[src/logic/tst_pkg.sv]
`default_nettype none
package tst_pkg;
    // ==================================================
    // register offsets and reset value
    localparam logic [7:0] PULLUP_TIMING_OFS = 8'h07;
    localparam logic [7:0] AUTO_TIMING_OFS = 8'h08;
    localparam logic [7:0] APERTURE_OFS = 8'h09;
    localparam logic [7:0] AUX_CFG_OFS = 8'h0a;
    localparam logic [7:0] CFG_RESET = 8'h00;
    // ==================================================
    // field positions
    localparam int HI_NIB_LSB = 4;
    localparam int COARSE_LONG_BIT = 7;
    localparam int AUX_DELAY_LSB = 5;
    localparam int AUX_SAMPLE_LSB = 3;
    localparam int AUX_AVG_LSB = 1;
    localparam int AUX_RES_BIT = 0;
    // ==================================================
    // timing: oscillator ticks derived from microseconds
    localparam int REF_HZ = 100_000_000;
    localparam int OSC_HZ = 2_000_000;
    localparam int OSC_DIV = REF_HZ / OSC_HZ;
    localparam int TICKS_PER_US = OSC_HZ / 1_000_000;
    localparam int TW = 20;
    localparam int COARSE_MIN_US = 2;
    localparam int AUX_SAMPLE_BASE = 4;
    localparam int unsigned TIME16_US [16] = '{10, 20, 50, 80, 100, 200, 500, 800,
        1000, 2000, 5000, 10000, 20000, 50000, 100000, 200000};
    localparam int unsigned FINE_US [16] = '{10, 20, 50, 80, 100, 200, 500, 800,
        1000, 2000, 5000, 10000, 20000, 50000, 50000, 50000};
    localparam int unsigned COARSE_US [4] = '{1000, 2000, 5000, 10000};
    localparam int unsigned AUX_DELAY_US [8] = '{10, 100, 500, 1000, 5000, 10000,
        50000, 100000};

    // microseconds to oscillator ticks
    function automatic logic [TW-1:0] tst_ticks(input int unsigned us);
        tst_ticks = TW'(us * TICKS_PER_US);
    endfunction : tst_ticks

    localparam logic [TW-1:0] COARSE_MIN_TICKS = TW'(COARSE_MIN_US * TICKS_PER_US);

    typedef enum logic [2:0] {
        PU_IDLE = 3'b001,
        PU_COARSE = 3'b010,
        PU_FINE = 3'b100
    } tst_pu_e;
    typedef enum logic [1:0] {
        SC_IDLE = 2'b01,
        SC_RUN = 2'b10
    } tst_sc_e;
    typedef enum logic [2:0] {
        AX_IDLE = 3'b001,
        AX_DELAY = 3'b010,
        AX_SAMPLE = 3'b100
    } tst_ax_e;
endpackage : tst_pkg
`default_nettype wire

[src/logic/tst_timing_cfg.sv]
`timescale 1ns/1ps
`default_nettype none
// What this block does
// - fine pullup codes select 10us to 50ms
// - coarse codes 1000-1011 give 1,2,5,10ms
// - coarse minimum: switch off, adds 2us
// - pullup intervals follow every measurement end
// - direct continuous commands skip pullup intervals
// - initial delay from touch to first scan
// - scan period between successive scan blocks
// - scan timing only in autonomous mode
// - x window is 2^(n-1) LSB, 0 off
// - y window uses the same encoding
// - aperture gates fifo logging in autonomous only
// - aux delay codes 10us to 100ms
// - aux sampling 4,16,64,256 oscillator periods
// - aux averaging depth 1,4,8,16 samples
// - aux resolution bit: 0 12-bit, 1 8-bit
// - aperture applies only when filter enabled
module tst_timing_cfg
    import tst_pkg::*;
#(
    parameter int DIV = OSC_DIV
) (
    // clock and reset
    input wire logic ref_clk,
    input wire logic rst_n,
    // register port
    input wire logic [7:0] reg_addr,
    input wire logic [7:0] reg_wdata,
    input wire logic reg_wr,
    output logic [7:0] reg_rdata,
    // sequencer status
    input wire logic direct_mode,
    input wire logic continuous_conversion_bit,
    input wire logic meas_end,
    input wire logic touch_start,
    input wire logic touch_present,
    input wire logic spatial_filter_enable,
    input wire logic median_or_straight_select,
    // position results
    input wire logic pos_valid,
    input wire logic [11:0] pos_x,
    input wire logic [11:0] pos_y,
    // auxiliary request
    input wire logic aux_req,
    // timing outputs
    output logic panel_pullup_switch,
    output logic pullup_busy,
    output logic pullup_done,
    output logic scan_start,
    output logic pos_log,
    output logic aux_sampling,
    output logic aux_convert,
    output logic [1:0] aux_averaging_depth,
    output logic aux_median_filter,
    output logic aux_resolution_select
);
    // ==================================================
    // state
    typedef struct packed {
        logic [7:0] pullup_timing_cfg;
        logic [7:0] autonomous_timing_cfg;
        logic [7:0] aperture_cfg;
        logic [7:0] auxiliary_measure_cfg;
        logic [7:0] rdata;
        logic [7:0] div;
        tst_pu_e pu;
        logic [TW-1:0] pu_cnt;
        logic pu_done;
        tst_sc_e sc;
        logic [TW-1:0] sc_cnt;
        logic scan_start;
        tst_ax_e ax;
        logic [TW-1:0] ax_cnt;
        logic aux_convert;
        logic [11:0] last_x;
        logic [11:0] last_y;
        logic have_last;
        logic pos_log;
    } tst_state_s;

    tst_state_s st_reg;
    tst_state_s st_next;
    logic tick;
    logic [3:0] coarse_code;
    logic [3:0] fine_code;
    logic [3:0] x_code;
    logic [3:0] y_code;
    logic [11:0] dx;
    logic [11:0] dy;
    logic [15:0] x_win;
    logic [15:0] y_win;
    logic moved;
    logic keep_pos;

    // ==================================================
    // oscillator tick and field decode
    assign tick = (st_reg.div == 8'(DIV - 1));
    assign coarse_code = st_reg.pullup_timing_cfg[7:HI_NIB_LSB];
    assign fine_code = st_reg.pullup_timing_cfg[HI_NIB_LSB-1:0];
    assign x_code = st_reg.aperture_cfg[7:HI_NIB_LSB];
    assign y_code = st_reg.aperture_cfg[HI_NIB_LSB-1:0];

    // ==================================================
    // aperture window check
    always_comb begin
        dx = (pos_x >= st_reg.last_x) ? pos_x - st_reg.last_x : st_reg.last_x - pos_x;
        dy = (pos_y >= st_reg.last_y) ? pos_y - st_reg.last_y : st_reg.last_y - pos_y;
        x_win = 16'h0001 << (x_code - 4'h1);
        y_win = 16'h0001 << (y_code - 4'h1);
        moved = ((x_code != 4'h0) && ({4'h0, dx} > x_win))
            || ((y_code != 4'h0) && ({4'h0, dy} > y_win));
        // direct mode or filter off logs everything
        keep_pos = direct_mode || !spatial_filter_enable
            || ((x_code == 4'h0) && (y_code == 4'h0))
            || !st_reg.have_last || moved;
    end

    // ==================================================
    // next state
    always_comb begin
        st_next = st_reg;
        st_next.pu_done = 1'b0;
        st_next.scan_start = 1'b0;
        st_next.aux_convert = 1'b0;
        st_next.pos_log = 1'b0;
        st_next.div = tick ? 8'h00 : st_reg.div + 8'h01;

        // register writes and read data
        if (reg_wr) begin
            case (reg_addr)
                PULLUP_TIMING_OFS: st_next.pullup_timing_cfg = reg_wdata;
                AUTO_TIMING_OFS: st_next.autonomous_timing_cfg = reg_wdata;
                APERTURE_OFS: st_next.aperture_cfg = reg_wdata;
                AUX_CFG_OFS: st_next.auxiliary_measure_cfg = reg_wdata;
                default: ;
            endcase
        end
        case (reg_addr)
            PULLUP_TIMING_OFS: st_next.rdata = st_reg.pullup_timing_cfg;
            AUTO_TIMING_OFS: st_next.rdata = st_reg.autonomous_timing_cfg;
            APERTURE_OFS: st_next.rdata = st_reg.aperture_cfg;
            AUX_CFG_OFS: st_next.rdata = st_reg.auxiliary_measure_cfg;
            default: st_next.rdata = 8'h00;
        endcase

        // pullup intervals after each measurement end, none for direct continuous commands
        case (st_reg.pu)
            PU_IDLE: begin
                if (meas_end && !(direct_mode && continuous_conversion_bit)) begin
                    if (coarse_code[3]) begin
                        st_next.pu = PU_COARSE;
                        st_next.pu_cnt = tst_ticks(COARSE_US[coarse_code[1:0]]);
                    end else begin
                        // minimum coarse: switch stays off, time added to fine
                        st_next.pu = PU_FINE;
                        st_next.pu_cnt = tst_ticks(FINE_US[fine_code]) + COARSE_MIN_TICKS;
                    end
                end
            end
            PU_COARSE: begin
                if (tick) begin
                    if (st_reg.pu_cnt <= TW'(1)) begin
                        st_next.pu = PU_FINE;
                        st_next.pu_cnt = tst_ticks(FINE_US[fine_code]);
                    end else begin
                        st_next.pu_cnt = st_reg.pu_cnt - TW'(1);
                    end
                end
            end
            PU_FINE: begin
                if (tick) begin
                    if (st_reg.pu_cnt <= TW'(1)) begin
                        st_next.pu = PU_IDLE;
                        st_next.pu_done = 1'b1;
                    end else begin
                        st_next.pu_cnt = st_reg.pu_cnt - TW'(1);
                    end
                end
            end
            default: st_next.pu = PU_IDLE;
        endcase

        // autonomous scan timing
        if (direct_mode) begin
            st_next.sc = SC_IDLE;
        end else begin
            case (st_reg.sc)
                SC_IDLE: begin
                    if (touch_start) begin
                        st_next.sc = SC_RUN;
                        st_next.sc_cnt = tst_ticks(TIME16_US[
                            st_reg.autonomous_timing_cfg[7:HI_NIB_LSB]]);
                    end
                end
                SC_RUN: begin
                    if (!touch_present) begin
                        st_next.sc = SC_IDLE;
                    end else if (tick) begin
                        if (st_reg.sc_cnt <= TW'(1)) begin
                            st_next.scan_start = 1'b1;
                            st_next.sc_cnt = tst_ticks(TIME16_US[
                                st_reg.autonomous_timing_cfg[HI_NIB_LSB-1:0]]);
                        end else begin
                            st_next.sc_cnt = st_reg.sc_cnt - TW'(1);
                        end
                    end
                end
                default: st_next.sc = SC_IDLE;
            endcase
        end

        // auxiliary delay then sampling
        case (st_reg.ax)
            AX_IDLE: begin
                if (aux_req && direct_mode) begin
                    st_next.ax = AX_DELAY;
                    st_next.ax_cnt = tst_ticks(AUX_DELAY_US[
                        st_reg.auxiliary_measure_cfg[7:AUX_DELAY_LSB]]);
                end
            end
            AX_DELAY: begin
                if (tick) begin
                    if (st_reg.ax_cnt <= TW'(1)) begin
                        st_next.ax = AX_SAMPLE;
                        st_next.ax_cnt = TW'(AUX_SAMPLE_BASE) << {
                            st_reg.auxiliary_measure_cfg[AUX_SAMPLE_LSB+1:AUX_SAMPLE_LSB],
                            1'b0};
                    end else begin
                        st_next.ax_cnt = st_reg.ax_cnt - TW'(1);
                    end
                end
            end
            AX_SAMPLE: begin
                if (tick) begin
                    if (st_reg.ax_cnt <= TW'(1)) begin
                        st_next.ax = AX_IDLE;
                        st_next.aux_convert = 1'b1;
                    end else begin
                        st_next.ax_cnt = st_reg.ax_cnt - TW'(1);
                    end
                end
            end
            default: st_next.ax = AX_IDLE;
        endcase

        // position logging through the aperture
        if (pos_valid && keep_pos) begin
            st_next.pos_log = 1'b1;
            st_next.last_x = pos_x;
            st_next.last_y = pos_y;
            st_next.have_last = 1'b1;
        end
        if (touch_start) begin
            st_next.have_last = 1'b0;
        end
    end

    // ==================================================
    // state register
    always_ff @(posedge ref_clk or negedge rst_n) begin
        if (!rst_n) begin
            st_reg <= '{pullup_timing_cfg: CFG_RESET, autonomous_timing_cfg: CFG_RESET,
                aperture_cfg: CFG_RESET, auxiliary_measure_cfg: CFG_RESET,
                pu: PU_IDLE, sc: SC_IDLE, ax: AX_IDLE, default: '0};
        end else begin
            st_reg <= st_next;
        end
    end

    // ==================================================
    // outputs
    assign reg_rdata = st_reg.rdata;
    assign panel_pullup_switch = (st_reg.pu == PU_COARSE);
    assign pullup_busy = (st_reg.pu != PU_IDLE);
    assign pullup_done = st_reg.pu_done;
    assign scan_start = st_reg.scan_start;
    assign pos_log = st_reg.pos_log;
    assign aux_sampling = (st_reg.ax == AX_SAMPLE);
    assign aux_convert = st_reg.aux_convert;
    assign aux_averaging_depth = st_reg.auxiliary_measure_cfg[AUX_AVG_LSB+1:AUX_AVG_LSB];
    assign aux_median_filter = !median_or_straight_select;
    assign aux_resolution_select = st_reg.auxiliary_measure_cfg[AUX_RES_BIT];

    // ==================================================
    // checks
    AST_PU_START: assert property (@(posedge ref_clk) disable iff (!rst_n)
        (st_reg.pu == PU_IDLE) && meas_end && !direct_mode |=> pullup_busy)
        else $error("pullup interval not entered after measurement");
    AST_CONTINUOUS_CONVERSION_BIT_SKIP: assert property (@(posedge ref_clk) disable iff (!rst_n)
        (st_reg.pu == PU_IDLE) && meas_end && direct_mode && continuous_conversion_bit
        |=> !pullup_busy)
        else $error("continuous command entered pullup interval");
    AST_SW_LONG: assert property (@(posedge ref_clk) disable iff (!rst_n)
        (st_reg.pu == PU_IDLE) && meas_end && !direct_mode && coarse_code[3]
        |=> panel_pullup_switch)
        else $error("pullup switch not engaged for long coarse");
    AST_SW_MIN: assert property (@(posedge ref_clk) disable iff (!rst_n)
        (st_reg.pu == PU_IDLE) && meas_end && !direct_mode && !coarse_code[3]
        |=> !panel_pullup_switch until pullup_done)
        else $error("pullup switch engaged at minimum coarse");
    AST_SCAN_DIRECT: assert property (@(posedge ref_clk) disable iff (!rst_n)
        direct_mode |=> !scan_start)
        else $error("scan started in direct mode");
    AST_INIT_MIN: assert property (@(posedge ref_clk) disable iff (!rst_n)
        (st_reg.sc == SC_IDLE) && touch_start && !direct_mode |=> !scan_start [*8])
        else $error("first scan before initial delay");
    AST_SPATIAL_FILTER_ENABLE_OFF: assert property (@(posedge ref_clk) disable iff (!rst_n)
        pos_valid && !spatial_filter_enable |=> pos_log)
        else $error("position dropped with filter disabled");
    AST_SPATIAL_FILTER_ENABLE_DIRECT: assert property (@(posedge ref_clk) disable iff (!rst_n)
        pos_valid && direct_mode |=> pos_log)
        else $error("position dropped in direct mode");
    AST_AUX_DONE: assert property (@(posedge ref_clk) disable iff (!rst_n)
        $fell(aux_sampling) |-> aux_convert)
        else $error("sampling ended without conversion start");
    AST_REG_RW: assert property (@(posedge ref_clk) disable iff (!rst_n)
        reg_wr && (reg_addr == AUX_CFG_OFS) ##1 (reg_addr == AUX_CFG_OFS) && !reg_wr
        |=> reg_rdata == $past(reg_wdata, 2))
        else $error("register readback mismatch");
endmodule : tst_timing_cfg
`default_nettype wire

[config.mk]
export PLATFORM = sky130hd
export DESIGN_NAME = tst_timing_cfg
export DESIGN_NICKNAME = d
export VERILOG_FILES = /design/src/logic/tst_pkg.sv /design/src/logic/tst_timing_cfg.sv
export SDC_FILE = /design/constraint.sdc
export NUM_CORES = 1
export LEC_CHECK = 0
export ABC_AREA = 0
export BUFFER_PORTS_ARGS = -buffer_cell sky130_fd_sc_hd__buf_2
export CAP_MARGIN = 20
export CORE_MARGIN = 10
export CORE_UTILIZATION = 40
export DETAILED_ROUTE_END_ITERATION = 10
export GPL_ROUTABILITY_DRIVEN = 0
export GPL_TIMING_DRIVEN = 0
export SYNTH_ARGS = -nofsm -noshare
export SYNTH_HDL_FRONTEND = slang
export SYNTH_SLANG_ARGS = --single-unit
[constraint.sdc]
create_clock -name ref_clk -period 13.6 [get_ports ref_clk]
set_input_delay 0.68 -clock ref_clk [delete_from_list [all_inputs] [get_ports ref_clk]]
set_output_delay 0.68 -clock ref_clk [all_outputs]
set_load 0.005 [all_outputs]
==> impl_results.md, run 1 <==
- DP HPWL: 25230 um
- Seq. cell area: 3632 um^2
- GRT Util Overall: 0.1786
- DRT Pass-1 Iters: 5
- Total die area: 37130 um^2
- Critical Path Start Type: input pin
- Pwr/cell area: ~120 nW/um^2
- Clock-pin slew on the worst setup and hold paths: 0.07 ns
- Syn Nets: 1544
- Multi-input gate area: 7592 um^2
- Clock net sink count: between 100 and 150
- Synthesized flop and latch total: 145
- Setup TNS: 0 ns
- Cell Rows: 63
- Max-slew headroom: 0.2876
- Final min period: 5.044 ns
- Starting density of the core: 0.4036
- Critical Setup Path Class: in2reg
- Share of cells above drive strength 1: 0.1278
- Area growth, synth to finish: 12.36%
- Fin Hold WS: roughly 0.23 ns
- Placed inst area: 12810 um^2
- Vias in the first global route: 10360
- CP Capture Type: register
- Sequential share of the synthesized area: 0.3045
- Yosys cell types: 81
- Synth Instances: 1382
- Post-CTS setup buffers: 0
- Placeable core area: 29560 um^2
- Remaining DRCs: 0
- Latest clock arrival within the worst-skew pair: ~0.45 ns
- Total wire length: 33320 um
- Layout fillers: 2939
- Largest net degree at the start of global routing: 86
- Max IR drop VDD: 0.08525 mV
- Final number of setup-violating endpoints: 0
- Port buffer count: 70
- Worst EP arrival: 5.41 ns
- Fin crit share: 0.3709
- P_leak: 6.190 nW
- Die Ht: around 190 um
- Ranking of synthesized cells by area: dfrtp_1 30%, ha_1 11%, mux2i_1 4.7%
- Top-Level Pins: around 70
- CP max FO: 10
- DRT iter0 DRCs: 892
- Max-cap violations: 0
- Root buf cell: clkbuf_16
- Post-synth EDFFs: 0
- Most frequent cells after synthesis: 142 x dfrtp_1, 108 x nand2_1, 106 x ha_1, 100 x o21ai_0, 98 x nor2_1
- H-tree lvl count: 4
- Mapped Area: 11930 um^2
- Routed WL per cell: ~18 um
- Die width: 192.7 um
- Final Hold Vio Count: 0
- Post-route ant nets: 0
- Clk buf depth: 2
- PostCTS Resize Cnt: 0
- Hold Path Class: in2async
- CTS buffer count: 17
- Global-route wire length before repair: 54080 um
- Worst Path Required: between 10 and 15 ns
- DR vias/cell: 5.752
- Vias after detailed routing: 10800
- Async set-reset flop share out of synthesis: 1.000
- Cts hold-fix bufs: 0
- CTS tree: built
- Final Power: 0.001577 W
- Synth warnings: 0
- Final instance area: 13400 um^2
- Clk_skew: 0.02001 ns
- Synth top area share: 0.2979
- Syn avg cell area: approximately 8.6 um^2
- Max reg flops: about 120
- Congestion Overflow GR: 0
- Actual slew at the worst max-slew pin: 1.066 ns
- Status: finished clean
- Synth area leader: dfrtp_1
- RSZ-0062 raised after global routing: false
- Most common cell in the synthesized netlist: dfrtp_1
- Initial antenna violation count: 4
- Most used DFF post-synth: dfrtp_1
- Nets: 1636
- R2r setup slk: 8.62 ns
- Peak Freq: between 150 and 200 MHz
- Final Slew Violations: 0
[metal layers]
metal	vias up	global-route usage	routed length, um
met5	-	0	45
li1	5262	-	-
met4	6	0.04919	555
met1	5184	0.2373	15250
met3	50	0.03325	1747
met2	301	0.2903	15720
[metrics by stage]
step,utilization,worst slack (ns),instances
2_1_floorplan,-,8.883,1382
3_3_place_gp,0.4319,7.636,1842
3_5_place_dp,0.4333,8.080,1844
4_1_cts,0.4531,8.500,1876
5_1_grt,0.4534,8.193,1878
6_report,0.4534,8.556,1878
[logic make-up (layout without fill, tap and decap cells)]
family	Yosys count	after routing	synth area share
other	0	1	0
xor gates and xnor gates	41	41	0.03010
AOI/OAI and AO/OA	373	373	0.2121
muxes	95	95	0.08475
adders and majority gates	110	110	0.1179
and+or+nand+nor	450	450	0.1916
DFF	145	145	0.3045
buffers and inverters	168	273	0.05905
[area by class of cell]
type	count	area share
Antenna cell	1	0.0001867
Clock buffer	18	0.03277
Buffer	80	0.02791
Sequential cell	145	0.2710
Timing Repair Buffer	73	0.02978
Multi-Input combinational cell	1069	0.5665
Tap cell	390	0.03641
Clock inverter	14	0.01083
Inverter	88	0.02465
[placed cells by master (no fill, tap or decap), types with 18 or more instances in the layout]
cell / instances
dfrtp_1: 142
nand2_1: 108
ha_1: 106
o21ai_0: 100
nor2_1: 98
inv_1: 88
buf_2: 80
a21oi_1: 64
mux2i_1: 56
clkbuf_1: 53
nor3_1: 45
nand3_1: 41
mux2_2: 38
nor2b_1: 26
xor2_1: 21
nand2b_1: 21
a21o_1: 20
xnor2_1: 20
a211oi_1: 20
nor4_1: 18
[critical path: stages]
cell	delay, ns
buf_2	0.12
inv_1	0.07
ha_1	0.16
inv_1	0.05
fa_1	0.41
a211oi_1	0.32
o211a_1	0.23
nor2_1	0.07
o221ai_1	0.16
buf_1	0.58
mux2i_1	0.29
xor2_1	0.11
ha_1	0.31
a21o_1	0.11
a21oi_1	0.08
a221oi_1	0.28
o211ai_1	0.13
a31oi_1	0.38
buf_4	0.26
buf_2	0.35
mux2i_1	0.24
[path summary, 6_finish.rpt]
check	start	to	cells past startpoint
min in group ref_clk	st_reg[104]	st_reg[104]	1
setup / recovery	pos_x[0]	st_reg[6]	21
hold reg to reg	st_reg[104]	st_reg[104]	1
hold / removal	rst_n	st_reg[5]	1
max in group asynchronous	rst_n	st_reg[47]	2
setup reg to reg	st_reg[4]	st_reg[6]	18
[power by group]
part           internal [W]  total (W)  switching (W)
combinational      0.000224   0.000586       0.000362
sequential         0.000473   0.000517      0.0000438
clock              0.000263   0.000473       0.000210
total              0.000960    0.00158       0.000616
Power figures use the tool's default switching activity.
==> run 2, diff against run 1 <==
Clock period 13.6 ns to 4.98 ns, I/O delays scaled along.
==> run 2 against run 1 <==
  * Design area rose by 0.18%
  * Global-route usage barely moved
  * Register-to-register slack got worse by 8.2 ns
  * Non-clock buffer count did not move
  * Routed wire length barely moved
  * Largest cell class unchanged
  * Combinational power rose to 2.7 times the previous value
  * Final cell count barely moved
==> impl_results.md, run 2 (synthesis gave the netlist of run 1 again) <==
- Commonest non-fill, non-tap cell in the layout: dfrtp_1
- Latest clock arrival within the worst-skew pair: 0.45 ns (about the same)
- Largest net degree at the start of global routing: 86 (unchanged)
- Total die area: 37130 um^2 (unchanged)
- Max reg flops: 122 (unchanged)
- Layout fillers: 2940 (+0.034%)
- Seq. cell area: 3632 um^2 (unchanged)
- Final Hold Vio Count: 0 (unchanged)
- DRT Pass-1 Iters: 7 (+2)
- Status: finished clean
- Initial antenna violation count: 4 (unchanged)
- CP max FO: 10 (unchanged)
- Setup TNS: 0 ns (unchanged)
- Final Slew Violations: 0 (unchanged)
- R2r setup slk: 0.39 ns (-8.23 ns)
- Hold EP: st_reg[13]
- Hold path depth: 2
- CTS tree: built
- Hold Startpoint: pos_y[11]
- Vias after detailed routing: 10810 (+0.065%)
- Hold Path Class: in2reg
- Switch Pwr: 0.001684 W (+170%)
- R2r worst-path depth: 17 (-1)
- Register share of total power: 0.328 (about the same)
- Pwr/cell area: 320.9 nW/um^2 (+170%)
- Starting density of the core: 0.4036 (unchanged)
- Peak Freq: 217.8 MHz
- DRT iter0 DRCs: 878 (-1.6%)
- Clk buf depth: 2 (unchanged)
- Cell Rows: 63 (unchanged)
- P_int: 0.002625 W (+170%)
- Share of cells above drive strength 1: 0.1291 (+0.001345)
- Congestion Overflow GR: 0 (unchanged)
- Top-Level Pins: 71 (unchanged)
- Final Power: 0.004309 W (+170%)
- Area growth, synth to finish: 12.55%
- Gate power share: 0.372 (about the same)
- GRT Util Overall: 0.1787 (about the same)
- Die width: 192.7 um (unchanged)
- Total wire length: 33310 um (about the same)
- CP Capture Type: register
- Worst R2R End: st_reg[6]
- Max-cap violations: 0 (unchanged)
- Dpl ws: -0.1090 ns (-8.189 ns)
- Max-slew headroom: 0.2658 (-0.02190)
- P_leak: 6.197 nW (+0.11%)
- Reg2reg start: st_reg[5]
- Final min period: around 4.6 ns
- Worst Path Required: 5.34 ns (-8.63 ns)
- Remaining DRCs: 0 (unchanged)
- Max IR drop VDD: 0.2329 mV (+170%)
- CTS buffer count: 17 (unchanged)
- DP HPWL: 25230 um (unchanged)
- Routed WL per cell: 17.73 um (about the same)
- Global-route wire length before repair: 54100 um (about the same)
- Nets: 1636 (unchanged)
- Commonest cells after routing, fill and taps aside: 142 x dfrtp_1, 108 x nand2_1, 106 x ha_1, 100 x o21ai_0, 98 x nor2_1
- Die Ht: 192.7 um (unchanged)
- Clock net sink count: 145 (unchanged)
- Final setup margin: 0.3892 ns (-8.167 ns)
- RSZ-0062 raised after global routing: false
- Clk pwr share: 0.300 (about the same)
- Vias in the first global route: 10370 (+0.058%)
- Placeable core area: 29560 um^2 (unchanged)
- Final number of setup-violating endpoints: 0 (unchanged)
- Root buf cell: clkbuf_16
- Critical Setup Path Class: reg2reg
- Critical Path Start Type: register
- Actual slew at the worst max-slew pin: 1.099 ns (+0.03277 ns)
- Port buffer count: 70 (unchanged)
- Post-CTS setup buffers: 0 (unchanged)
- Clk_skew: 0.01998 ns (-0.00002570 ns)
- Worst EP arrival: 4.96 ns (-0.45 ns)
- Switching part of the total: 0.3909 (about the same)
- Post-route ant nets: 0 (unchanged)
- H-tree lvl count: 4 (unchanged)
- Clock-pin slew on the worst setup and hold paths: 0.07 ns (about the same)
- Fin crit share: 0.9219
- DR vias/cell: 5.753 (about the same)
- Multi-input gate area: 7599 um^2 (about the same)
-- run 2: area by class of cell --
type,count,share of cell area
buffer,79,0.02824
timing repair buffer,74,0.03047
inverter,88,0.02460
sequential,145,0.2705
multi-input combinational,1069,0.5659
tap,390,0.03634
clock buffer,18,0.03271
clock inverter,14,0.01081
antenna,2,0.0003728
-- run 2: worst max path at each step --
stage	from	endpoint	slack (ns)
2_1_floorplan	st_reg[14]	st_reg[10]	0.67
3_3_place_gp	pos_x[0]	st_reg[14]	-0.55
3_5_place_dp	pos_x[0]	st_reg[6]	-0.11
4_1_cts	st_reg[4]	st_reg[6]	0.01
5_1_grt	st_reg[5]	st_reg[6]	0.02
6_report	st_reg[5]	st_reg[6]	0.39
-- run 2: timing repair --
| action | CTS | global route |
|---|---|---|
| setup endpoints to repair | 19 | 21 |
| pin swaps | 0 | 0 |
| hold buffers | 1 | 0 |
| hold endpoints to repair | 60 | 0 |
| gates resized for setup | 1 | 4 |
-- run 2: per-layer routing --
layer,share of wire,track usage
met1,0.46,0.2373
met3,0.050,0.03325
met5,0.0014,0
met4,0.016,0.04919
met2,0.47,0.2906
-- run 2: stage by stage --
| stage | hold WS (ns) | instances | utilization | area (um^2) |
|---|---|---|---|---|
| after CTS | 0.06271 | 1877 | 0.4535 | 13400 |
| after floorplan | -0.04659 | 1382 | - | 11930 |
| after global routing | 0.07324 | 1878 | 0.4541 | 13420 |
| after global placement | 0.4719 | 1842 | 0.4319 | 12770 |
| after detailed placement | 0.2899 | 1844 | 0.4333 | 12810 |
| final | 0.07193 | 1879 | 0.4542 | 13430 |
-- run 2: worst max-delay path, stage by stage (launching register included) --
cell and delay, ns:
dfrtp_1 0.38, ha_1 0.27, clkbuf_1 0.25, nand4_1 0.18, a2111o_1 0.45, a21oi_1 0.23, clkbuf_4 0.31, mux2i_1 0.27
xor2_1 0.24, ha_1 0.28, nand4_1 0.15, nor3_1 0.09, a211oi_1 0.21, o31ai_1 0.14, a31oi_2 0.30, buf_4 0.24
clkbuf_4 0.29, mux2i_1 0.23
-- run 2: power groups by stage --
stage / sequential (W) / clock, W / combinational, W
after floorplan: 0.00140 / 0 / 0.00118
after global placement: 0.00143 / 0 / 0.00155
after detailed placement: 0.00143 / 0 / 0.00158
after CTS: 0.00141 / 0.00133 / 0.00159
after global routing: 0.00143 / 0.00138 / 0.00180
final: 0.00141 / 0.00129 / 0.00160
==> run 3, diff against run 2 <==
Settings changed: HOLD_SLACK_MARGIN from default to 0.08.
==> run 3 against run 2 <==
  * Routed wire length grew 0.33%
  * Non-clock buffer count up 8
  * Utilization rose by 0.26 points
  * Sequential cell count did not move
  * Power up 0.17%
  * Die area is the same
  * Critical path type unchanged
  * Highest routed layer unchanged
==> impl_results.md, run 3 (synthesis gave the netlist of run 1 again) <==
- Status: finished clean
- R2r setup slk: 0.34 ns (-0.04 ns)
- Root buf cell: clkbuf_16
- CTS buffer count: 17 (unchanged)
- Nets: 1644 (+0.49%)
- GRT Util Overall: 0.1791 (+0.0003818)
- P_leak: 6.232 nW (+0.55%)
- Hold EP: st_reg[4]
- Commonest cells after routing, fill and taps aside: 142 x dfrtp_1, 108 x nand2_1, 106 x ha_1, 100 x o21ai_0, 98 x nor2_1
- Post-layout util: 0.4568 (+0.002625)
- Max-slew headroom: 0.2879 (+0.02217)
- Share of cells above drive strength 1: 0.1284 (-0.0006909)
- Final Power: 0.004316 W (+0.17%)
- Fin crit share: 0.9308 (+0.008961)
- Critical Path Start Type: register
- Remaining DRCs: 0 (unchanged)
- Clock-pin slew on the worst setup and hold paths: 0.07 ns (about the same)
- Final number of setup-violating endpoints: 0 (unchanged)
- Total die area: 37130 um^2 (unchanged)
- Clk buf depth: 2 (unchanged)
- Total wire length: 33420 um (+0.33%)
- Setup TNS: 0 ns (unchanged)
- Hold Startpoint: pos_y[2]
- Cell Rows: 63 (unchanged)
- Clock net sink count: 145 (unchanged)
- Pwr/cell area: 319.6 nW/um^2 (-0.41%)
- Global-route wire length before repair: 54250 um (+0.28%)
- R2r worst-path depth: 17 (unchanged)
- Final min period: 4.635 ns (+0.04463 ns)
- Largest net degree at the start of global routing: 86 (unchanged)
- Die Ht: 192.7 um (unchanged)
- Fin Hold WS: 0.08636 ns (+0.01443 ns)
- Dpl ws: -0.1090 ns (unchanged)
- Port buffer count: 70 (unchanged)
- Clk_skew: 0.02117 ns (+0.001185 ns)
- DR vias/cell: 5.743 (-0.17%)
- Critical Setup Path Class: reg2reg
- Final Hold Vio Count: 0 (unchanged)
- Final setup margin: 0.3445 ns (-0.04463 ns)
- Congestion Overflow GR: 0 (unchanged)
- CP max FO: 10 (unchanged)
- Max IR drop VDD: 0.2322 mV (-0.26%)
- CTS tree: built
- Hold path depth: 3 (+1)
- Max-cap violations: 0 (unchanged)
- Area growth, synth to finish: 13.21%
- Reg2reg start: st_reg[5]
- DRT Pass-1 Iters: 5 (-2)
- DRT iter0 DRCs: 963 (+9.7%)
- Vias after detailed routing: 10830 (+0.20%)
- Worst R2R End: st_reg[6]
- CP Capture Type: register
- Top-Level Pins: 71 (unchanged)
- Worst EP arrival: 5.00 ns (+0.04 ns)
- Peak Freq: 215.7 MHz (-0.96%)
- Final Slew Violations: 0 (unchanged)
- Actual slew at the worst max-slew pin: 1.066 ns (-0.03318 ns)
- Latest clock arrival within the worst-skew pair: 0.45 ns (about the same)
- DP HPWL: 25230 um (unchanged)
- Worst Path Required: 5.34 ns (about the same)
- Initial antenna violation count: 4 (unchanged)
- Hold Path Class: in2reg
- Vias in the first global route: 10410 (+0.47%)
- CP Launch Point: st_reg[5]
- Max reg flops: 122 (unchanged)
- Die width: 192.7 um (unchanged)
- H-tree lvl count: 4 (unchanged)
- Routed WL per cell: 17.72 um (about the same)
- Commonest non-fill, non-tap cell in the layout: dfrtp_1
- Post-route ant nets: 0 (unchanged)
- Starting density of the core: 0.4036 (unchanged)
- Placeable core area: 29560 um^2 (unchanged)
[run 3: through the flow]
step	cells	instance area, um^2
2_1_floorplan	1382	11930
3_3_place_gp	1842	12770
3_5_place_dp	1844	12810
4_1_cts	1885	13480
5_1_grt	1886	13500
6_report	1886	13500
[run 3: metal layers]
layer,GRT usage,share of wire
met5,0,0.0013
met4,0.04949,0.016
met3,0.03289,0.050
met2,0.2914,0.47
met1,0.2378,0.46
[run 3: area by class of cell]
type,instances,area [um^2]
Buffer,79,379.1
Multi-Input combinational cell,1069,7599
Timing Repair Buffer,82,489.2
Clock buffer,18,439.2
Clock inverter,14,145.1
Fill cell,2933,16060
Inverter,88,330.3
Sequential cell,145,3632
Antenna cell,1,2.502
Tap cell,390,488.0
[run 3: report_power, final]
part / switching (W) / internal [W]
clock: 0.000578 / 0.000718
sequential: 0.000119 / 0.00129
combinational: 0.000990 / 0.000619
[run 3: what timing repair did]
item | CTS | global route
setup endpoints to repair | 19 | 21
resized for setup | 1 | 4
hold endpoints to repair | 67 | 0
buffers inserted | 0 | 0
pin swaps | 0 | 0
hold buffers | 9 | 0
[run 3: worst max path at each step]
stage                  to  slack [ns]  cells past startpoint
2_1_floorplan  st_reg[10]        0.67                     18
3_3_place_gp   st_reg[14]       -0.55                     20
3_5_place_dp    st_reg[6]       -0.11                     21
4_1_cts         st_reg[6]        0.01                     18
5_1_grt         st_reg[6]       -0.02                     17
6_report        st_reg[6]        0.34                     17
[run 3: worst max-delay path, stage by stage, from the launching register on]
cell and delay [ns]:
dfrtp_1 0.38, ha_1 0.27, clkbuf_1 0.25, nand4_1 0.18
a2111o_1 0.45, a21oi_1 0.23, clkbuf_4 0.31, mux2i_1 0.27
xor2_1 0.24, ha_1 0.28, nand4_1 0.15, nor3_1 0.09
a211oi_1 0.21, o31ai_1 0.16, a31oi_2 0.32, buf_4 0.24
clkbuf_4 0.29, mux2i_1 0.23
